**config.mk**
```make
export PLATFORM = sky130hd
export DESIGN_NAME = msh_motion_ctrl
export DESIGN_NICKNAME = d
export VERILOG_FILES = /design/src/core/msh_pkg.sv /design/src/core/msh_motion_ctrl.sv /design/src/core/msh_pin_sync.sv
export SDC_FILE = /design/constraint.sdc
export NUM_CORES = 1
export LEC_CHECK = 0
export BUFFER_PORTS_ARGS = -buffer_cell sky130_fd_sc_hd__buf_2
export CAP_MARGIN = 5
export CELL_PAD_IN_SITES_DETAIL_PLACEMENT = 0
export CELL_PAD_IN_SITES_GLOBAL_PLACEMENT = 1
export CORE_UTILIZATION = 40
export CTS_CLUSTER_DIAMETER = 30
export DETAILED_ROUTE_END_ITERATION = 6
export PLACE_DENSITY_LB_ADDON = 0.1
export SLEW_MARGIN = 25
export SYNTH_ARGS = -nofsm -noshare
export SYNTH_HDL_FRONTEND = slang
export SYNTH_SLANG_ARGS = --single-unit
```
**constraint.sdc**
```tcl
create_clock -name i_clk -period 3.1 [get_ports i_clk]
set_clock_uncertainty 0.15 [all_clocks]
set_input_delay 0.155 -clock i_clk [delete_from_list [all_inputs] [get_ports i_clk]]
set_output_delay 0.155 -clock i_clk [all_outputs]
set_load 0.1 [all_outputs]
```
**src/core/msh_pkg.sv**
```systemverilog
package msh_pkg;

  // ==========================================================================
  // alarm and error codes
  // ==========================================================================
  localparam logic [7:0] ALARM_END_MISSING = 8'h6F; // end signal never came
  localparam logic [7:0] ALARM_NO_INPUTS = 8'h70; // homing inputs not mapped
  localparam logic [7:0] ALARM_MOTION_BUSY = 8'hA0; // motion refused in a sequence
  localparam logic [7:0] ALARM_CODE_RESET = 8'h00; // code shown after reset

  // ==========================================================================
  // homing patterns
  // ==========================================================================
  localparam logic [3:0] PATTERN_DRIVER = 4'hC; // pattern 12, driver decides direction
  localparam logic [3:0] PATTERN_LIMITS_MIN = 4'h4; // from here on both limits are needed, save pattern 12

  // ==========================================================================
  // bit positions of the input-need mask
  // ==========================================================================
  localparam int NEED_POS_LIMIT = 2;
  localparam int NEED_NEG_LIMIT = 1;
  localparam int NEED_REFERENCE = 0;

  // ==========================================================================
  // pin bundle positions through the synchroniser
  // ==========================================================================
  localparam int PIN_POS_LIMIT = 0;
  localparam int PIN_NEG_LIMIT = 1;
  localparam int PIN_REFERENCE = 2;
  localparam int PIN_END = 3;
  localparam int PIN_COUNT = 4;

  // ==========================================================================
  // timing
  // ==========================================================================
  localparam int CLK_MHZ = 125; // 8 ns period
  localparam int END_WAIT_US = 1000; // longest wait for the end signal
  localparam int END_WAIT_CYCLES = END_WAIT_US * CLK_MHZ; // longest time in clock cycles, an exact product

  // ==========================================================================
  // sequencer states
  // ==========================================================================
  typedef enum logic [2:0] {
    MSH_IDLE,
    MSH_MOVE,
    MSH_SEEK,
    MSH_BACKOFF,
    MSH_APPROACH,
    MSH_DRV_HOME,
    MSH_END_CHK
  } msh_state_e;

endpackage

```
**src/core/msh_motion_ctrl.sv**
```systemverilog
// Behaviour
// - commands start motion and acknowledge at once
// - wait step advances on motion end or idle
// - wait step loops while moving flag is one
// - motion commands refused while motion active
// - missing end signal while waiting raises 6Fh
// - homing ties position zero to reference
// - positive seek starts positive, negative starts negative
// - pattern 12 takes direction from driver
// - seek may reverse before finishing, per pattern
// - final approach matches starting direction
// - unmapped inputs block homing, error or 70h
// - success clears position, sets found flag, output
// - velocities and ramp times latched at start
module msh_motion_ctrl #(
  parameter int VEL_W = 16,
  parameter int TIME_W = 16,
  parameter int END_WAIT_CYCLES = msh_pkg::END_WAIT_CYCLES
) (
  input wire logic i_clk,
  input wire logic i_resetn,
  input wire logic i_sequence_mode, // 1: running a sequence, 0: immediate
  input wire logic i_cmd_move, // start a plain motion
  input wire logic i_move_dir, // direction of a plain motion, 1 positive
  input wire logic i_seek_reference_positive,
  input wire logic i_seek_reference_negative,
  input wire logic i_wait_motion_done, // wait step executes
  input wire logic i_stop, // stop the active motion
  input wire logic i_alarm_clear,
  input wire logic [3:0] i_homing_pattern_select,
  input wire logic i_driver_dir, // driver direction setting, 1 positive
  input wire logic i_assign_pos_limit,
  input wire logic i_assign_neg_limit,
  input wire logic i_assign_reference,
  input wire logic i_home_out_enable,
  input wire logic i_profile_done, // generator finished its profile
  input wire logic i_positive_limit_input, // pin
  input wire logic i_negative_limit_input, // pin
  input wire logic i_reference_input, // pin
  input wire logic i_end_input, // driver end pin
  input wire logic [VEL_W-1:0] i_start_velocity,
  input wire logic [VEL_W-1:0] i_run_velocity,
  input wire logic [TIME_W-1:0] i_accel_time,
  input wire logic [TIME_W-1:0] i_decel_time,
  output logic o_cmd_ack,
  output logic o_cmd_refused,
  output logic o_cmd_error,
  output logic o_step_advance,
  output logic o_wait_busy,
  output logic o_moving_flag,
  output logic o_run,
  output logic o_dir,
  output logic o_position_command_clear,
  output logic o_reference_found_flag,
  output logic o_home_found_out,
  output logic o_alarm_active,
  output logic [7:0] o_alarm_code,
  output logic [VEL_W-1:0] o_start_velocity,
  output logic [VEL_W-1:0] o_run_velocity,
  output logic [TIME_W-1:0] o_accel_time,
  output logic [TIME_W-1:0] o_decel_time
);

  localparam int CW = $clog2(END_WAIT_CYCLES + 1);
  localparam logic [CW-1:0] CNT_LAST = CW'(END_WAIT_CYCLES - 1);

  typedef struct packed {
    msh_pkg::msh_state_e st;
    logic start_dir; // direction the seek began in
    logic dir;
    logic run;
    logic home; // active motion is a home seek
    logic seen_ref; // reference met at the turn or while backing off
    logic end_low; // end pin seen low since this motion began
    logic moving;
    logic waiting;
    logic advance;
    logic ack;
    logic refused;
    logic err;
    logic pos_clr;
    logic ref_found;
    logic home_out;
    logic alarm;
    logic [7:0] code;
    logic [CW-1:0] cnt;
    logic [VEL_W-1:0] vs;
    logic [VEL_W-1:0] vr;
    logic [TIME_W-1:0] ta;
    logic [TIME_W-1:0] td;
  } msh_ctrl_s;

  msh_ctrl_s q;
  msh_ctrl_s d;
  logic [msh_pkg::PIN_COUNT-1:0] pins;
  logic lim_pos;
  logic lim_neg;
  logic ref_lvl;
  logic end_lvl;
  logic any_cmd;
  logic seek_req;
  logic [2:0] missing;

  // ==========================================================================
  // inputs needed by each homing pattern
  // ==========================================================================
  // the driver-run pattern needs nothing of ours; the others need the
  // reference switch, and the higher ones also both limits
  function automatic logic [2:0] need_inputs(input logic [3:0] pat);
    logic [2:0] m;
    m = '0;
    if (pat != msh_pkg::PATTERN_DRIVER) begin
      m[msh_pkg::NEED_REFERENCE] = 1'b1;
      if (pat >= msh_pkg::PATTERN_LIMITS_MIN) begin
        m[msh_pkg::NEED_POS_LIMIT] = 1'b1;
        m[msh_pkg::NEED_NEG_LIMIT] = 1'b1;
      end
    end
    return m;
  endfunction

  // ==========================================================================
  // pin synchronisers
  // ==========================================================================
  msh_pin_sync #(
    .WIDTH(msh_pkg::PIN_COUNT)
  ) u_sync (
    .i_clk(i_clk),
    .i_resetn(i_resetn),
    .i_pin({i_end_input, i_reference_input, i_negative_limit_input, i_positive_limit_input}),
    .o_level(pins)
  );

  assign lim_pos = pins[msh_pkg::PIN_POS_LIMIT];
  assign lim_neg = pins[msh_pkg::PIN_NEG_LIMIT];
  assign ref_lvl = pins[msh_pkg::PIN_REFERENCE];
  assign end_lvl = pins[msh_pkg::PIN_END];
  assign seek_req = i_seek_reference_positive | i_seek_reference_negative;
  assign any_cmd = i_cmd_move | seek_req;
  // a pattern is usable only once the user mapped its inputs
  assign missing = need_inputs(i_homing_pattern_select) &
                   ~{i_assign_pos_limit, i_assign_neg_limit, i_assign_reference};

  // ==========================================================================
  // next state
  // ==========================================================================
  always_comb begin
    d = q;
    d.advance = 1'b0;
    d.ack = 1'b0;
    d.refused = 1'b0;
    d.err = 1'b0;
    d.pos_clr = 1'b0;
    // clear first so that any alarm raised below in the same cycle wins
    if (i_alarm_clear) begin
      d.alarm = 1'b0;
    end
    // command intake: refuse when busy, in alarm or a seek lacks its inputs, else start and return
    if (any_cmd && (q.st != msh_pkg::MSH_IDLE || q.alarm)) begin
      d.refused = 1'b1;
      if (i_sequence_mode) begin
        d.alarm = 1'b1;
        d.code = msh_pkg::ALARM_MOTION_BUSY;
      end else begin
        d.err = 1'b1;
      end
    end else if (seek_req && (|missing)) begin
      d.refused = 1'b1;
      if (i_sequence_mode) begin
        d.alarm = 1'b1;
        d.code = msh_pkg::ALARM_NO_INPUTS;
      end else begin
        d.err = 1'b1;
      end
    end else if (any_cmd) begin
      // every motion latches its profile and reports back at once
      d.ack = 1'b1;
      d.moving = 1'b1;
      d.end_low = 1'b0;
      d.run = 1'b1;
      d.vs = i_start_velocity;
      d.vr = i_run_velocity;
      d.ta = i_accel_time;
      d.td = i_decel_time;
      if (seek_req) begin
        // positive wins when both seek commands arrive together
        d.home = 1'b1;
        d.ref_found = 1'b0;
        d.start_dir = i_seek_reference_positive;
        d.st = msh_pkg::MSH_SEEK;
        if (i_homing_pattern_select == msh_pkg::PATTERN_DRIVER) begin
          d.start_dir = i_driver_dir;
          d.st = msh_pkg::MSH_DRV_HOME;
        end
        d.dir = d.start_dir;
      end else begin
        d.home = 1'b0;
        d.dir = i_move_dir;
        d.st = msh_pkg::MSH_MOVE;
      end
    end
    // the synchronised end level lags the pin, so a level left over from
    // before the motion must not end a short or stopped motion early
    if (q.moving && !end_lvl) begin
      d.end_low = 1'b1;
    end
    // motion progress
    unique case (q.st)
      msh_pkg::MSH_IDLE: begin
      end
      msh_pkg::MSH_MOVE, msh_pkg::MSH_DRV_HOME: begin
        if (i_profile_done) begin
          d.run = 1'b0;
          d.cnt = '0;
          d.st = msh_pkg::MSH_END_CHK;
        end
      end
      msh_pkg::MSH_SEEK: begin
        // forward limit or reference turns the seek round
        if (ref_lvl || (q.start_dir ? lim_pos : lim_neg)) begin
          d.dir = ~q.start_dir;
          d.seen_ref = ref_lvl;
          d.st = msh_pkg::MSH_BACKOFF;
        end
      end
      msh_pkg::MSH_BACKOFF: begin
        if (ref_lvl) begin
          d.seen_ref = 1'b1;
        end else if (q.seen_ref) begin
          // clear of the reference: come back onto it the original way
          d.dir = q.start_dir;
          d.st = msh_pkg::MSH_APPROACH;
        end
      end
      msh_pkg::MSH_APPROACH: begin
        if (ref_lvl) begin
          d.run = 1'b0;
          d.cnt = '0;
          d.st = msh_pkg::MSH_END_CHK;
        end
      end
      msh_pkg::MSH_END_CHK: begin
        // the motion counts as ended once the driver confirms it, or at the give-up below
        if (end_lvl && q.end_low) begin
          d.moving = 1'b0;
          d.st = msh_pkg::MSH_IDLE;
          if (q.home) begin
            d.pos_clr = 1'b1;
            d.ref_found = 1'b1;
          end
          d.home = 1'b0;
        end else if (q.cnt == CNT_LAST) begin
          // give up so that the sequencer is never stuck for good
          d.moving = 1'b0;
          d.home = 1'b0;
          d.st = msh_pkg::MSH_IDLE;
          if (q.waiting) begin
            d.alarm = 1'b1;
            d.code = msh_pkg::ALARM_END_MISSING;
          end
        end else begin
          d.cnt = q.cnt + 1'b1;
        end
      end
    endcase
    // a stop ends any running phase; a stopped seek is not a success
    if (i_stop && q.run) begin
      d.run = 1'b0;
      d.home = 1'b0;
      d.cnt = '0;
      d.st = msh_pkg::MSH_END_CHK;
    end
    // wait step: same as looping while the moving flag is one
    if (i_wait_motion_done && !q.moving) begin
      d.advance = 1'b1;
    end else if (i_wait_motion_done) begin
      d.waiting = 1'b1;
    end
    if (q.waiting && !q.moving) begin
      d.waiting = 1'b0;
      d.advance = 1'b1;
    end
    d.home_out = d.ref_found & i_home_out_enable;
  end

  // ==========================================================================
  // state register
  // ==========================================================================
  always_ff @(posedge i_clk or negedge i_resetn) begin
    if (!i_resetn) begin
      q <= '0;
    end else begin
      q <= d;
    end
  end

  // ==========================================================================
  // outputs
  // ==========================================================================
  assign o_cmd_ack = q.ack;
  assign o_cmd_refused = q.refused;
  assign o_cmd_error = q.err;
  assign o_step_advance = q.advance;
  assign o_wait_busy = q.waiting;
  assign o_moving_flag = q.moving;
  assign o_run = q.run;
  assign o_dir = q.dir;
  assign o_position_command_clear = q.pos_clr;
  assign o_reference_found_flag = q.ref_found;
  assign o_home_found_out = q.home_out;
  assign o_alarm_active = q.alarm;
  assign o_alarm_code = q.code;
  assign o_start_velocity = q.vs;
  assign o_run_velocity = q.vr;
  assign o_accel_time = q.ta;
  assign o_decel_time = q.td;
endmodule

```
**src/core/msh_pin_sync.sv**
```systemverilog
// ============================================================================
// three-stage pin synchroniser with agreement filter
// ============================================================================
module msh_pin_sync #(
  parameter int WIDTH = 4
) (
  input wire logic i_clk,
  input wire logic i_resetn,
  input wire logic [WIDTH-1:0] i_pin,
  output logic [WIDTH-1:0] o_level
);

  typedef struct packed {
    logic [WIDTH-1:0] s1; // metastable stage, read only by s2
    logic [WIDTH-1:0] s2;
    logic [WIDTH-1:0] s3;
    logic [WIDTH-1:0] lvl; // accepted level
  } msh_sync_s;

  msh_sync_s q;
  msh_sync_s d;

  // ==========================================================================
  // next state
  // ==========================================================================
  // a change is taken only once stages two and three agree, which drops
  // single-cycle glitches at the price of one extra cycle of latency
  always_comb begin
    d = q;
    d.s1 = i_pin;
    d.s2 = q.s1;
    d.s3 = q.s2;
    for (int i = 0; i < WIDTH; i++) begin
      if (q.s2[i] == q.s3[i]) begin
        d.lvl[i] = q.s3[i];
      end
    end
  end

  // ==========================================================================
  // state register
  // ==========================================================================
  always_ff @(posedge i_clk or negedge i_resetn) begin
    if (!i_resetn) begin
      q <= '0;
    end else begin
      q <= d;
    end
  end

  assign o_level = q.lvl;

endmodule

```
==> run summary, run 1 <==
Global-route total usage across every layer: 0.179
Flop2flop setup slack: 470 ps
Area contributors post-synth: dfrtp_1, mux2_4, buf_4
GRT overflow: 0
Die area: 14900 sq um
Routed Antenna Nets: 0
Die Y: 122 um
Startpoint types: flip-flop
Most frequent cell after synthesis: dfrtp_1
RSZ-0062 raised after global routing: no
Most used routing layer: met2
Initial antenna violation count: 0
Routability cong.: 0.797
Reg2reg start: q[106]
Status: finished, final reports clean
Grt met2 use: 0.275
Reg2Reg Capture Point: o_accel_time[15]
# IOs: 172
Max clock buf depth: 2
Seq/Total Area, Yosys: 0.536
Crit-path max FO: 21
Largest net degree at the start of global routing: 58
Clock-pin slew on the worst setup and hold paths: 50 ps
Worst-Margin Slew: 724 ps
Placed Area: 6310 sq um
Mapped Cells: 469
Clk Latency, worst-skew pair: 410 ps
Post-Synthesis Cell Area: 5790 sq um
Mapped Nets: 558
Final-report max-slew violation count: 0
CP Data Arrival Time: 2770 ps
Antenna Cells: 0
Layout cells sized above 1: 0.418
Fin crit share: 0.849
Vias per std cell: 4.79
Top post-synthesis cells by count: dfrtp_1, buf_4, mux2_4
WL/cell: 14.9 um
CTS tree: done
Post-route cell area: 7600 sq um
Setup_tns: 0 ps
Maximum clock rate: 0.380 GHz
Post-DP HPWL: 8.55 mm
Met1 global-route usage: 0.235
First-pass GRT wire length: 20.5 mm
Horiz. Die Dim: 122 um
Starting Density: 0.414
CTS sink count: 124
H-tree levels: 4
Routed wire length: 12.7 mm
Cell taking the most area after synthesis: dfrtp_1
Pre-antenna DRT Iters: 4
DR iter-0 viols: 172
Synth async-reset ratio: 1.00
Post-synth EDFFs: 0
Synth warn: 0
Critical Path End: o_accel_time[15]
Rel. slew slack: 0.514
Worst setup EP type: flip-flop
Worst path required time: 3240 ps
Total of max-cap violations: 0
CTS root buf: clkbuf_16
Post-route DRC: 0
Nets: 751
Final hold vios: 0
Core Region: 14000 sq um
Via Count: 4090
PortBufs: 171
Setup CP Type: reg2reg
Num rows: 43
Main synth FF type: dfrtp_1
Synthesized area per cell: 12.3 sq um
Synth top area share: 0.536
Num CTS Buffers: 17
Hold Crit Class: in2reg
R2R depth: 5
Worst Setup SP: q[106]
M3 GR Usage: 0.0511
Area grow syn2layout: 31.4%
Via count of the first global-routing pass: 4139
Netlist cell types: 52
Crit path time final: 2630 ps
Synth Register Bits: 124
Final setup vio count: 0
[worst max-delay path, cell delays in order, from the launching register on]
cell and delay (ps):
dfrtp_1 470, or4_4 540, or3_4 440, clkinv_2 300, buf_12 240, mux2_2 360
[sequential cells by signal, indices dropped and copies added (netlist names), 4 cells and up]
signal / flops
o_start_velocity: 16
u_sync.o_level: 4
q: 24
o_decel_time: 16
u_sync.d: 8
o_alarm_code: 8
o_run_velocity: 16
o_accel_time: 16
u_sync.q: 4
[how the worst min path moves through the flow]
| stage | start | endpoint | slack [ps] | depth (start not counted) |
|---|---|---|---|---|
| after detailed placement | i_resetn | u_sync.q[4] | 120 | 1 |
| after floorplan | i_resetn | o_accel_time[0] | -290 | 0 |
| after CTS | i_move_dir | o_dir | 20 | 5 |
| after global placement | i_resetn | u_sync.d[10] | 110 | 1 |
| after global routing | i_move_dir | o_dir | 60 | 5 |
| final | i_move_dir | o_dir | 30 | 5 |
[through the flow]
step | worst slack [ps] | hold slack, ps | cells | utilization
global route | 384 | 55.6 | 854 | 0.544
CTS | 459 | 16.8 | 854 | 0.544
floorplan | 441 | -291 | 469 | -
global placement | 510 | 108 | 747 | 0.451
finish | 467 | 30.7 | 854 | 0.544
detailed placement | 470 | 117 | 747 | 0.451
[kinds of logic (layout without fill, tap and decap cells)]
group,after synthesis,count (layout),synth area share
muxes,67,67,0.156
AOI/OAI and AO/OA,51,51,0.0580
and+or+nand+nor,121,121,0.105
adders and majority gates,5,5,0.00908
DFF,124,124,0.536
xor gates and xnor gates,9,9,0.0136
buffers and inverters,92,297,0.122
[placed cells by master (no fill, tap or decap), types with 7 or more instances in the layout]
cell type,n
buf_2,170
dfrtp_1,124
dlygate4sd3_1,76
mux2_4,40
nor2_1,34
nand2_1,30
mux2_2,25
clkbuf_16,17
a21oi_1,16
nand3_1,12
o21ai_0,11
buf_4,9
xnor2_1,8
nor4_1,7
inv_1,7
nor3_1,7
or3_1,7
[metal layers]
layer,vias to the layer above,part of all wire
met5,-,0
met4,0,0.019
met3,17,0.047
met2,103,0.47
met1,2034,0.46
li1,1936,-
[timing repair]
action,in CTS,in global routing
hold endpoints to repair,133,0
gates resized for setup,0,0
buffers inserted,0,0
hold buffers,76,0
[final cells by class]
type                    instances  area (sq um)
inverters                       8          31.3
well taps                     180           225
repair buffers                258          1740
fillers                      1228          6380
clock inverters                 7          40.0
clock buffers                  24           492
multi-input cells             253          1970
flip-flops and latches        124          3100
Power of run 1 is not shown: default switching activity piles up to over one toggle a cycle in this logic, so the estimate is an artifact.
==> inputs of run 2 (changes only) <==
==> constraint.sdc (replaced) <==
create_clock -name i_clk -period 2.6 [get_ports i_clk]
set_clock_uncertainty 0.15 [all_clocks]
set_input_delay 0.13 -clock i_clk [delete_from_list [all_inputs] [get_ports i_clk]]
set_output_delay 0.13 -clock i_clk [all_outputs]
set_load 0.1 [all_outputs]
==> run 2 against run 1 <==
  * Non-clock buffer count increased by 5
  * Highest routed layer unchanged
  * Wire length is 0.72% lower
  * Register-to-register slack lost 320 ps
  * Global-route usage increased by 0.25 points
  * First-iteration DRC count shrank 6.4%
  * Fmax rose by 7.4%
  * Critical endpoint is now o_start_velocity[6]
  * Critical path depth unchanged
  * Count of clock-buffer cells in the layout fell by 2
==> run summary, run 2 (synthesis results as in run 1) <==
Routability cong.: 0.787 (was 0.797)
Vias per std cell: 4.74 (was 4.79)
Hold Crit Class: in2reg (unchanged)
Post-route DRC: 0 (unchanged)
Layout cells sized above 1: 0.426 (was 0.418)
R2R depth: 5 (unchanged)
RSZ-0062 raised after global routing: no (unchanged)
Worst path required time: 2740 ps (was 3240 ps)
Worst hold slack: 42.1 ps (was 30.7 ps)
DR iter-0 viols: 161 (was 172)
Rel. slew slack: 0.623 (was 0.514)
Commonest non-fill, non-tap cell in the layout: buf_2 (unchanged)
Total of max-cap violations: 0 (unchanged)
Clk Latency, worst-skew pair: 410 ps (about the same)
GRT overflow: 0 (unchanged)
Max clock buf depth: 2 (unchanged)
Reg2Reg Capture Point: o_start_velocity[6] (was o_accel_time[15])
Clock-pin slew on the worst setup and hold paths: 50 ps (about the same)
Final-report max-slew violation count: 0 (unchanged)
Horiz. Die Dim: 122 um (unchanged)
Maximum clock rate: 0.408 GHz (was 0.380 GHz)
Pre-antenna DRT Iters: 4 (unchanged)
Critical Path End: o_start_velocity[6] (was o_accel_time[15])
Setup CP Type: reg2reg (unchanged)
Startpoint types: flip-flop (unchanged)
Routed Antenna Nets: 0 (unchanged)
Crit-path max FO: 44 (was 21)
Worst Setup SP: q[107] (was q[106])
Via count of the first global-routing pass: 4305 (was 4139)
Largest register by flop count: q (unchanged)
Worst-Margin Slew: 566 ps (was 724 ps)
Routed wire length: 12.6 mm (was 12.7 mm)
Max reg flops: 24 (unchanged)
CP Data Arrival Time: 2590 ps (was 2770 ps)
Setup_tns: 0 ps (unchanged)
Reg2reg start: q[107] (was q[106])
Num CTS Buffers: 17 (unchanged)
Initial antenna violation count: 0 (unchanged)
Core Region: 14000 sq um (unchanged)
Via Count: 4070 (was 4090)
Status: finished, final reports clean (unchanged)
H-tree levels: 4 (unchanged)
WL/cell: 14.7 um (was 14.9 um)
Starting Density: 0.414 (unchanged)
Die area: 14900 sq um (unchanged)
First-pass GRT wire length: 20.7 mm (was 20.5 mm)
CTS tree: done (unchanged)
Antenna Cells: 0 (unchanged)
Worst setup EP type: flip-flop (unchanged)
Flop2flop setup slack: 150 ps (was 470 ps)
Global-route total usage across every layer: 0.182 (was 0.179)
# IOs: 172 (unchanged)
Most frequent cells in the layout: buf_2, dfrtp_1, dlygate4sd3_1 (unchanged)
Post-DP HPWL: 8.44 mm (was 8.55 mm)
Setup repair bufs after CTS: 0 (unchanged)
Num rows: 43 (unchanged)
CTS root buf: clkbuf_16 (unchanged)
PortBufs: 171 (unchanged)
Final hold vios: 0 (unchanged)
Crit path time final: 2450 ps (was 2630 ps)
Largest net degree at the start of global routing: 45 (was 58)
Fin crit share: 0.943 (was 0.849)
Area grow syn2layout: 33.9% (was 31.4%)
Nets: 756 (was 751)
Final setup vio count: 0 (unchanged)
CTS sink count: 124 (unchanged)
Die Y: 122 um (unchanged)
[run 2: changes by cell type in the layout (fill, tap and decap cells not counted)]
cell and delta:
bufinv_16 +3, clkbuf_1 -2, dfrtp_1 -1, clkinv_4 +3, clkinv_2 -4, dfrtp_2 +1
buf_4 +3, buf_12 +1, dlygate4sd3_1 +1
[run 2: worst min path at each step]
| stage | depth (start not counted) | end | slack (ps) | startpoint |
|---|---|---|---|---|
| 2_1_floorplan | 0 | o_accel_time[0] | -320 | i_resetn |
| 3_3_place_gp | 1 | u_sync.d[6] | 2 | i_resetn |
| 3_5_place_dp | 1 | u_sync.d[6] | 20 | i_resetn |
| 4_1_cts | 5 | o_dir | 20 | i_seek_reference_negative |
| 5_1_grt | 5 | o_dir | 90 | i_seek_reference_negative |
| 6_report | 5 | o_dir | 40 | i_seek_reference_negative |
[run 2: area by class of cell]
class                      count  area, sq um
timing repair buffer         263         1790
clock buffer                  22          484
sequential                   124         3100
tap                          180          225
clock inverter                 9          136
multi-input combinational    253         1970
fill                        1224         6240
inverter                       8         31.3
[run 2: worst max-delay path, stage by stage (launching register included)]
cell,delay (ps)
dfrtp_1,400
or4_4,570
or3_4,440
clkinv_2,110
buf_12,260
mux2_2,380
[run 2: layer usage]
metal	vias up	track usage	routed length (um)
met5	-	0	0
met4	0	0.0800	194
met3	15	0.0623	684
met2	124	0.286	6140
met1	1981	0.225	5590
li1	1950	-	-
[run 2: what timing repair did]
item	in CTS	in global routing
endpoints found under the hold margin	119	0
hold buffers	77	0
gates resized for setup	0	0
[run 2: through the flow]
step                instances  instance area [sq um]  setup slack (ps)   util
floorplan                 469                   5790               162      -
global placement          751                   6360               192  0.454
detailed placement        751                   6360               144  0.454
CTS                       859                   7750               137  0.554
global route              859                   7750              87.5  0.554
finish                    859                   7750               148  0.554
Power of run 2 is left out for the same reason.
